**src/core/adc_seq_pkg.sv**
```systemverilog
// Shared constants, types and layouts of the converter sequencer
package adc_seq_pkg;

  // Register addresses on the special-function register bus
  localparam logic [7:0] ADDR_CONTROL     = 8'h93;
  localparam logic [7:0] ADDR_RESULT_LOW  = 8'h94;
  localparam logic [7:0] ADDR_RESULT_HIGH = 8'h95;

  // Reset values
  localparam logic [7:0] CONTROL_RESET = 8'h80;
  localparam logic [9:0] RESULT_RESET  = 10'h000;
  localparam logic [1:0] HIGH_RESET    = 2'h0;
  localparam logic [7:0] READ_ZERO     = 8'h00;

  // Timing: converter clocks per conversion, main clocks per divider step
  localparam int         CONV_TICKS = 11;
  localparam logic [3:0] CONV_LAST  = 4'(CONV_TICKS - 1);
  localparam int         DIV_STEP   = 16;

  // Conversion modes
  typedef enum logic [1:0] {
    MODE_SINGLE     = 2'h0,
    MODE_CONTINUOUS = 2'h1,
    MODE_STOPPING   = 2'h2,
    MODE_RESET_GEN  = 2'h3
  } conv_mode_t;

  // Input selections
  typedef enum logic [1:0] {
    CHAN_INPUT_ZERO   = 2'h0,
    CHAN_INPUT_ONE    = 2'h1,
    CHAN_SIGNAL_IF    = 2'h2,
    CHAN_ZERO_EXT_REF = 2'h3
  } channel_t;

  // Layout of the control register, bit 7 first
  typedef struct packed {
    logic       converter_powerdown;
    logic       reserved;
    conv_mode_t conversion_mode_select;
    logic       reference_select;
    logic       conversion_run;
    channel_t   input_channel_select;
  } control_t;

  // Register bus request from the processor core
  typedef struct packed {
    logic [7:0] addr;
    logic [7:0] wdata;
    logic       wr;
    logic       rd;
  } sfr_req_t;

  // Controls toward the analog converter
  typedef struct packed {
    logic     powerdown;
    logic     internal_ref;
    logic     external_ref;
    channel_t channel;
    logic     sample_start;
    logic     clk_en;
  } analog_ctl_t;

endpackage : adc_seq_pkg

```
**src/core/adc_clock_divider.sv**
```systemverilog
// Converter clock enable from the main clock or the 32 kHz clock
`timescale 1ns/1ps
module adc_clock_divider
  import adc_seq_pkg::*;
(
  // Clock and reset
  input  wire logic       ref_clk,
  input  wire logic       nrst,
  // Control
  input  wire logic       enable,
  input  wire logic [5:0] div_sel,
  input  wire logic       slow_mode,
  input  wire logic       slow_clk,
  // Converter clock enable
  output logic            tick_q
);

  // Division ratio is sixteen per step, one step more than the field
  function automatic logic [10:0] div_limit(input logic [5:0] sel);
    div_limit = 11'(DIV_STEP) * (11'(sel) + 11'h001);
  endfunction : div_limit

  logic [9:0]  cnt_q;
  logic        slow_prev_q;
  logic [10:0] limit;
  logic        fast_wrap;
  logic        slow_rise;

  assign limit     = div_limit(div_sel);
  assign fast_wrap = ({1'b0, cnt_q} >= (limit - 11'h001));
  assign slow_rise = slow_clk & ~slow_prev_q;

  // Counter restarts whenever the converter is powered down, so ticks stay phase-free
  always_ff @(posedge ref_clk or negedge nrst) begin
    if (!nrst) begin
      cnt_q       <= 10'h000;
      slow_prev_q <= 1'b0;
      tick_q      <= 1'b0;
    end else begin
      slow_prev_q <= slow_clk;
      cnt_q       <= (!enable || fast_wrap) ? 10'h000 : cnt_q + 10'h001;
      tick_q      <= enable & (slow_mode ? slow_rise : fast_wrap);
    end
  end

endmodule : adc_clock_divider

```
**src/core/adc_conversion_timer.sv**
```systemverilog
// Counts converter clocks through each conversion
`timescale 1ns/1ps
module adc_conversion_timer
  import adc_seq_pkg::*;
(
  // Clock and reset
  input  wire logic ref_clk,
  input  wire logic nrst,
  // Control
  input  wire logic tick,
  input  wire logic start,
  input  wire logic repeat_conv,
  input  wire logic abort,
  // Status
  output logic      busy_q,
  output logic      sample_q,
  output logic      done_q
);

  logic [3:0] cnt_q;
  logic       last_tick;

  assign last_tick = busy_q & tick & (cnt_q == CONV_LAST);

  // Repeat is sampled at the last tick: a new conversion follows with no gap
  always_ff @(posedge ref_clk or negedge nrst) begin
    if (!nrst) begin
      cnt_q    <= 4'h0;
      busy_q   <= 1'b0;
      sample_q <= 1'b0;
      done_q   <= 1'b0;
    end else begin
      done_q   <= last_tick & ~abort;
      sample_q <= ~abort & ((~busy_q & start) | (last_tick & repeat_conv));
      if (abort) begin
        busy_q <= 1'b0;
        cnt_q  <= 4'h0;
      end else if (!busy_q) begin
        busy_q <= start;
        cnt_q  <= 4'h0;
      end else if (last_tick) begin
        busy_q <= repeat_conv;
        cnt_q  <= 4'h0;
      end else if (tick) begin
        cnt_q  <= cnt_q + 4'h1;
      end
    end
  end

endmodule : adc_conversion_timer

```
**src/core/adc_sequencer_registers.sv**
```systemverilog
// Control and result registers with conversion sequencing for the 10-bit converter
//
// Summary of operation
// - Power-down bit set holds converter powered down
// - Mode 00: one conversion, threshold interrupt, stop
// - Mode 01: convert forever, interrupt on threshold
// - Mode 10: stop and clear run on threshold
// - Mode 11: system reset instead of interrupt
// - Reference select: supply or internal 1.25 V
// - Software sets run bit to begin converting
// - Single mode clears run bit when done
// - Cleared run ends after current conversion
// - Input select routes one of three pins
// - Select 11: pin zero, pin one reference
// - Low result byte read-only, resets zero
// - High bits latched on low byte read
// - Upper eight result bits compared, greater-equal
// - Eleven converter clocks per conversion
// - Main clock divided by sixteen times step
// - Results survive threshold-generated system reset
`timescale 1ns/1ps
module adc_sequencer_registers
  import adc_seq_pkg::*;
(
  // Clock and reset
  input  wire logic       ref_clk,
  input  wire logic       nrst,
  // System reset from the chip, keeps the results
  input  wire logic       system_reset_in,
  // Special-function register bus
  input  wire sfr_req_t   sfr_req,
  output logic [7:0]      sfr_rdata_q,
  output logic            sfr_hit_q,
  // Settings held in other registers
  input  wire logic [7:0] threshold_level,
  input  wire logic [5:0] clock_divider_select,
  input  wire logic       slow_clock_mode,
  input  wire logic       slow_clock,
  // Analog converter
  output analog_ctl_t     analog_q,
  input  wire logic [9:0] conversion_result,
  // Threshold events
  output logic            threshold_irq_q,
  output logic            threshold_reset_q
);

  // Sequencer: idle, converting, one cycle of threshold evaluation
  typedef enum {
    ST_IDLE,
    ST_CONVERT,
    ST_EVALUATE
  } seq_state_t;

  // Threshold compares only the upper eight bits of the sample
  function automatic logic threshold_met(input logic [9:0] res, input logic [7:0] thr);
    threshold_met = (res[9:2] >= thr);
  endfunction : threshold_met

  function automatic logic is_multi(input conv_mode_t m);
    is_multi = (m != MODE_SINGLE);
  endfunction : is_multi

  // Registers
  control_t   ctrl_q;
  control_t   ctrl_d;
  logic [9:0] result_q;
  logic [1:0] high_q;
  seq_state_t state_q;
  seq_state_t state_d;

  // Timer and divider wires
  logic conv_tick;
  logic conv_busy;
  logic conv_sample;
  logic conv_done;

  // Bus decode
  logic     sel_ctrl;
  logic     sel_low;
  logic     sel_high;
  logic     wr_ctrl;
  logic     rd_low;
  logic     any_sel;
  control_t wr_val;
  logic [7:0] rd_mux;

  assign sel_ctrl = (sfr_req.addr == ADDR_CONTROL);
  assign sel_low  = (sfr_req.addr == ADDR_RESULT_LOW);
  assign sel_high = (sfr_req.addr == ADDR_RESULT_HIGH);
  assign any_sel  = sel_ctrl | sel_low | sel_high;
  assign wr_ctrl  = sfr_req.wr & sel_ctrl;
  assign rd_low   = sfr_req.rd & sel_low;
  assign wr_val   = control_t'(sfr_req.wdata);

  // Field views for reads; reserved control bit and unused high bits read as zero
  logic [7:0] ctrl_rd;
  logic [7:0] high_rd;

  assign ctrl_rd = {ctrl_q[7], 1'b0, ctrl_q[5:0]};
  assign high_rd = {6'h00, high_q};

  // Read data select
  assign rd_mux = sel_ctrl ? ctrl_rd :
                  sel_low  ? result_q[7:0] :
                  sel_high ? high_rd :
                             READ_ZERO;

  // Sequencing conditions
  logic powered;
  logic single_mode;
  logic thr_hit;
  logic start_conv;
  logic repeat_conv;
  logic abort_conv;
  logic hw_clear_run;
  logic stop_on_hit;
  logic eval_now;

  // Power, mode and evaluate decodes
  assign powered     = ~ctrl_q.converter_powerdown;
  assign single_mode = ~is_multi(ctrl_q.conversion_mode_select);
  assign eval_now    = (state_q == ST_EVALUATE);
  // Evaluated from the stored result, one cycle after it is written
  assign thr_hit     = eval_now & threshold_met(result_q, threshold_level);
  assign stop_on_hit = thr_hit & (ctrl_q.conversion_mode_select == MODE_STOPPING);
  // Start only from idle so a finished single conversion does not rerun
  assign start_conv  = powered & ctrl_q.conversion_run & (state_q == ST_IDLE);
  // Run bit is looked at only at the end of a conversion
  assign repeat_conv = powered & ctrl_q.conversion_run & ~single_mode;
  // The conversion begun just before a stopping hit is thrown away
  assign abort_conv  = ~powered | system_reset_in | stop_on_hit;
  // Single mode ends at done; multi modes end on a cleared run or a stopping hit
  assign hw_clear_run = (conv_done & single_mode) | stop_on_hit;

  // Control register next value; a software write of run wins over the clear
  // System reset is applied last, so it beats a same-cycle write
  always_comb begin
    ctrl_d = ctrl_q;
    if (hw_clear_run) begin
      ctrl_d.conversion_run = 1'b0;
    end
    if (wr_ctrl) begin
      ctrl_d          = wr_val;
      ctrl_d.reserved = 1'b0;
    end
    if (system_reset_in) begin
      ctrl_d = control_t'(CONTROL_RESET);
    end
  end

  always_ff @(posedge ref_clk or negedge nrst) begin
    if (!nrst) begin
      ctrl_q <= control_t'(CONTROL_RESET);
    end else begin
      ctrl_q <= ctrl_d;
    end
  end

  // Sequencer state
  always_comb begin
    state_d = state_q;
    case (state_q)
      ST_IDLE: begin
        if (start_conv) begin
          state_d = ST_CONVERT;
        end
      end
      ST_CONVERT: begin
        if (conv_done) begin
          state_d = ST_EVALUATE;
        end else if (!conv_busy && !conv_sample) begin
          state_d = ST_IDLE;
        end
      end
      ST_EVALUATE: begin
        state_d = (conv_busy && !stop_on_hit) ? ST_CONVERT : ST_IDLE;
      end
      default: begin
        state_d = ST_IDLE;
      end
    endcase
    // Evaluate always runs out so a stopping hit still gets its action
    if (abort_conv && !eval_now) begin
      state_d = ST_IDLE;
    end
  end

  always_ff @(posedge ref_clk or negedge nrst) begin
    if (!nrst) begin
      state_q <= ST_IDLE;
    end else begin
      state_q <= state_d;
    end
  end

  // Store on done; a low-byte read snapshots the top bits for the later high read
  logic store_result;
  logic latch_high;

  assign store_result = conv_done;
  assign latch_high   = rd_low;

  // Results clear only on power-up reset, never on the system reset
  always_ff @(posedge ref_clk or negedge nrst) begin
    if (!nrst) begin
      result_q <= RESULT_RESET;
      high_q   <= HIGH_RESET;
    end else begin
      if (store_result) begin
        result_q <= conversion_result;
      end
      if (latch_high) begin
        high_q <= result_q[9:8];
      end
    end
  end

  // Idle and unmapped cycles return zero so no stale byte stays on the bus
  logic [7:0] rdata_d;
  logic       hit_d;

  assign rdata_d = sfr_req.rd ? rd_mux : READ_ZERO;
  assign hit_d   = sfr_req.rd & any_sel;

  // Bus read data, registered one cycle after the read strobe
  always_ff @(posedge ref_clk or negedge nrst) begin
    if (!nrst) begin
      sfr_rdata_q <= READ_ZERO;
      sfr_hit_q   <= 1'b0;
    end else begin
      sfr_rdata_q <= rdata_d;
      sfr_hit_q   <= hit_d;
    end
  end

  // Threshold actions: interrupt in three modes, system reset in the fourth
  logic reset_mode;
  logic irq_d;
  logic sys_reset_d;

  assign reset_mode  = (ctrl_q.conversion_mode_select == MODE_RESET_GEN);
  // Mode 11 keeps converting after a hit; the chip reset that follows stops it
  assign irq_d       = thr_hit & ~reset_mode;
  assign sys_reset_d = thr_hit & reset_mode;

  always_ff @(posedge ref_clk or negedge nrst) begin
    if (!nrst) begin
      threshold_irq_q   <= 1'b0;
      threshold_reset_q <= 1'b0;
    end else begin
      threshold_irq_q   <= irq_d;
      threshold_reset_q <= sys_reset_d;
    end
  end

  // Analog controls; the external reference overrides the reference bit
  logic        ext_ref_sel;
  analog_ctl_t analog_d;

  assign ext_ref_sel = (ctrl_q.input_channel_select == CHAN_ZERO_EXT_REF);
  // Start is masked while powered down, so a start racing a power-down write is dropped
  assign analog_d = '{powerdown:    ctrl_q.converter_powerdown,
                      internal_ref: ctrl_q.reference_select & ~ext_ref_sel,
                      external_ref: ext_ref_sel,
                      channel:      ctrl_q.input_channel_select,
                      sample_start: conv_sample & ~ctrl_q.converter_powerdown,
                      clk_en:       conv_tick};

  always_ff @(posedge ref_clk or negedge nrst) begin
    if (!nrst) begin
      analog_q <= '{powerdown: 1'b1, internal_ref: 1'b0, external_ref: 1'b0,
                    channel: CHAN_INPUT_ZERO, sample_start: 1'b0, clk_en: 1'b0};
    end else begin
      analog_q <= analog_d;
    end
  end

  // Power-up settling is left to software; the logic starts at once
  // Converter clock runs only while powered up
  adc_clock_divider u_divider (
    .ref_clk   (ref_clk),
    .nrst      (nrst),
    .enable    (powered),
    .div_sel   (clock_divider_select),
    .slow_mode (slow_clock_mode),
    .slow_clk  (slow_clock),
    .tick_q    (conv_tick)
  );

  // Eleven-tick conversion counter
  adc_conversion_timer u_timer (
    .ref_clk     (ref_clk),
    .nrst        (nrst),
    .tick        (conv_tick),
    .start       (start_conv),
    .repeat_conv (repeat_conv),
    .abort       (abort_conv),
    .busy_q      (conv_busy),
    .sample_q    (conv_sample),
    .done_q      (conv_done)
  );

endmodule : adc_sequencer_registers

```
**config.mk**
```make
export PLATFORM = sky130hd
export DESIGN_NAME = adc_sequencer_registers
export DESIGN_NICKNAME = d
export VERILOG_FILES = /design/src/core/adc_seq_pkg.sv /design/src/core/adc_clock_divider.sv /design/src/core/adc_conversion_timer.sv /design/src/core/adc_sequencer_registers.sv
export SDC_FILE = /design/constraint.sdc
export NUM_CORES = 1
export LEC_CHECK = 0
export BUFFER_PORTS_ARGS = -buffer_cell sky130_fd_sc_hd__buf_4
export CAP_MARGIN = 40
export CORE_UTILIZATION = 55
export DETAILED_ROUTE_END_ITERATION = 7
export GPL_ROUTABILITY_DRIVEN = 0
export PLACE_DENSITY = 0.81
export SYNTH_ARGS = -nofsm -noshare
export SYNTH_HDL_FRONTEND = slang
export SYNTH_SLANG_ARGS = --single-unit
```
**constraint.sdc**
```tcl
create_clock -name ref_clk -period 2.5 [get_ports ref_clk]
set_clock_uncertainty 0.1 [all_clocks]
set_input_delay 0.125 -clock ref_clk [delete_from_list [all_inputs] [get_ports ref_clk]]
set_output_delay 0.125 -clock ref_clk [all_outputs]
set_load 0.05 [all_outputs]
```
==> out/metrics.cfg <==
[run_status]
outcome = complete, no violations

[timing]
max_slew.worst_pin.slew_ns = 0.7046
whs_ns = 0.04947
fmax_mhz = 429.1
hold_viol = 0
setup_viol = 0
slew_headroom_pct = 53.03
finalCritPeriodShare_pct = 93.22
slew_violations = 0
min_period_ns = 2.331

[yosys]
synth_async_sr_flop_share_pct = 100.0
syn_area_um2 = 3183
ys_types = 54
synth_area_leaders = dfrtp_1, ha_1, mux2_2
synthCells = 312
synth_top_area_share_pct = 44.03
yosysWarnings = 0
syn_area_per_cell_um2 = 10.20
synth_edf_count = 0
synth_area_leader_cell = dfrtp_1
synth_common_cells = dfrtp_1, nor2_1, nand2_1
yosysMostFrequentCell = dfrtp_1
synthesis.nets = 378
ys.flop_type = dfrtp_1
yosysSeqAreaShare_pct = 45.68
synth_seq_cells = 58

[grt]
grt_use_total_pct = 26.24
grt_pass1_wl_um = 12430
grt_max_degree = 59
grt_pass1_vias = 2743
antenna_found_initial = 0
grt.overflow.total = 0

[floorplan]
core_area_um2 = 5540
start_util_pct = 57.45
ios = 65
placementRows = 27
die_area_um2 = 6096
dieHeight_um = 78.08
fp.dieW_um = 78.08

[cts]
htreeDepth = 3
clockBufferDepth = 2
cts_tree = yes
root_buffer = clkbuf_8
insertion_delay_ns = 0.34
cts.reportedPaths.clkPinSlew_ns = 0.06
cts_buffers = 9
cts.sink_count = 58

[flow_run]
drv_cap = 0

[cells_and_area]
regArea_um2 = 1454
fill_cells = 380
fin_nets = 484
drive_gt1_share_pct = 29.55
synthToLayoutAreaGrowth_pct = 34.87
antennaDiodeCount = 0
final_core_util_pct = 77.48
multi_input_area_um2 = 1617
fin_cells = 495

[hold_path]
min_path_type = in2reg

[route]
vias = 2780
drt-initial-drc-count = 102
wl_per_cell_um = 14.54
route.detailed.drc = 0
dr.pass1.iters = 4
postRouteWirelength_um = 7199
final_antenna_net_count = 0
viasPerCell = 5.616

[placed_design]
placed_cells = 452
port_buffers = 63
dpl.hpwl_um = 4795

[worst_setup_path]
arrival_ns = 2.49
worstPathRequired_ns = 2.66
critPathLaunchType = input pin
endpoint_kind = register
worst-path-max-fanout = 9
crit_buf_inv = 2
crit_chain = buf_4, ha_1, nand2b_1, nor2_1, mux2i_1, and3_1, ha_1, o211ai_1, a21oi_1, a221oi_2, o31ai_4, buf_4, nor2_1
cpLargestDelayFamily = simple AND/OR/NAND/NOR gates
crit_type = in2reg
crit_path_max_incr_delay_ns = 0.35
critPathSlowestCell = a221oi_2

[power]
p_per_area_nw_per_um2 = 478.9
max-vdd-ir-drop_v = 0.0005814
p_leak_nw = 1.985

registers in the layout (all words and copies together), names as in the netlist, 2 cells and up:
register,count
result_q,10
sfr_rdata_q,8
ctrl_q,4
state_q,2
analog_q,7
u_timer.cnt_q,4
analog_d,3
high_q,2
u_divider.cnt_q,10
cells by family (layout without fill, tap and decap cells):
group / count (synthesis) / count (layout) / share of synthesized area (%)
compound gates: 62 / 62 / 13.99
simple gates: 116 / 116 / 19.62
flops: 58 / 58 / 45.68
xor+xnor: 15 / 15 / 4.127
buf+inv: 28 / 139 / 4.206
mux: 14 / 14 / 4.914
fa+ha+maj: 19 / 19 / 7.469
cell usage in the layout, fill, tap and decap left out, types with 4 or more instances in the layout:
master,netlist,routed
a211oi_1,8,8
nand3_1,16,16
a22oi_1,8,8
clkbuf_8,0,10
a21oi_1,17,17
dlygate4sd3_1,0,26
xnor2_1,9,9
nor3_1,5,5
and3_1,7,7
buf_4,0,79
nor2_1,32,32
o21ai_0,6,5
xor2_1,6,6
mux2_2,13,13
inv_1,17,17
ha_1,19,18
nand2_1,23,22
dfrtp_1,56,56
nand2b_1,6,6
nor3b_1,5,4
per-layer routing:
| layer | share of wire, % | track usage (%) | vias up |
|---|---|---|---|
| li1 | - | - | 1336 |
| met1 | 42 | 32.67 | 1328 |
| met2 | 50 | 43.42 | 104 |
| met3 | 6.2 | 8.372 | 12 |
| met4 | 1.1 | 8.148 | 0 |
| met5 | 0 | 0 | - |
power by group:
part	leakage, nW	internal [W]	total [W]	switching, W
Combinational	1.09	0.000138	0.000255	0.000117
Sequential	0.788	0.000950	0.000958	0.00000848
Clock	0.103	0.000483	0.000843	0.000359
Total	1.99	0.00157	0.00206	0.000485
final timing paths:
check                                              from                            to  slack, ns  cells after the start
worst max register to register  result_q[2]$_DFFE_PN0P_    u_timer.sample_q$_DFF_PN0_       0.33                      7
min in group asynchronous                          nrst      sfr_rdata_q[1]$_DFF_PN0_       0.28                      2
worst max-delay path            clock_divider_select[0]  u_divider.cnt_q[4]$_DFF_PN0_       0.17                     13
worst min-delay path                         sfr_req[9]       analog_d[6]$_DFFE_PN1P_       0.05                      3
worst min register to register  analog_d[3]$_DFFE_PN0P_         analog_q[3]$_DFF_PN0_       0.34                      0
max in group asynchronous                          nrst  u_divider.cnt_q[7]$_DFF_PN0_       1.55                      2
layout make-up:
| class | count | share of cell area (%) |
|---|---|---|
| Clock buffer | 11 | 3.294 |
| Inverter | 17 | 1.486 |
| Clock inverter | 5 | 1.253 |
| Multi-Input combinational cell | 226 | 37.66 |
| Tap cell | 72 | 2.099 |
| Timing Repair Buffer | 106 | 20.34 |
| Sequential cell | 58 | 33.87 |
timing repair:
action	in CTS	in global routing
hold endpoints to repair	78	0
gates resized for setup	0	4
hold buffers	26	0
buffers inserted	0	1
setup endpoints to repair	0	11
stage by stage:
stage / cell area [µm²] / setup TNS, ns / power, W / setup WS [ns]
6_report: 4293 / 0 / 0.002056 / 0.1695
5_1_grt: 4293 / -0.0003999 / 0.002140 / -0.0003999
4_1_cts: 4277 / 0 / 0.002068 / 0.1342
3_5_place_dp: 3821 / -2.256 / 0.001200 / -0.2231
3_3_place_gp: 3821 / -1.191 / 0.001195 / -0.1162
2_1_floorplan: 3209 / 0 / 0.001087 / 0.1014
worst reg2reg max path, stage by stage (launching register included):
cell and delay, ns:
dfrtp_1 0.39, inv_1 0.09, ha_1 0.22, nand2b_1 0.14, a211oi_1 0.24, o21bai_1 0.11, a31o_2 0.34, a2111oi_0 0.40
Power figures use the tool's default switching activity.
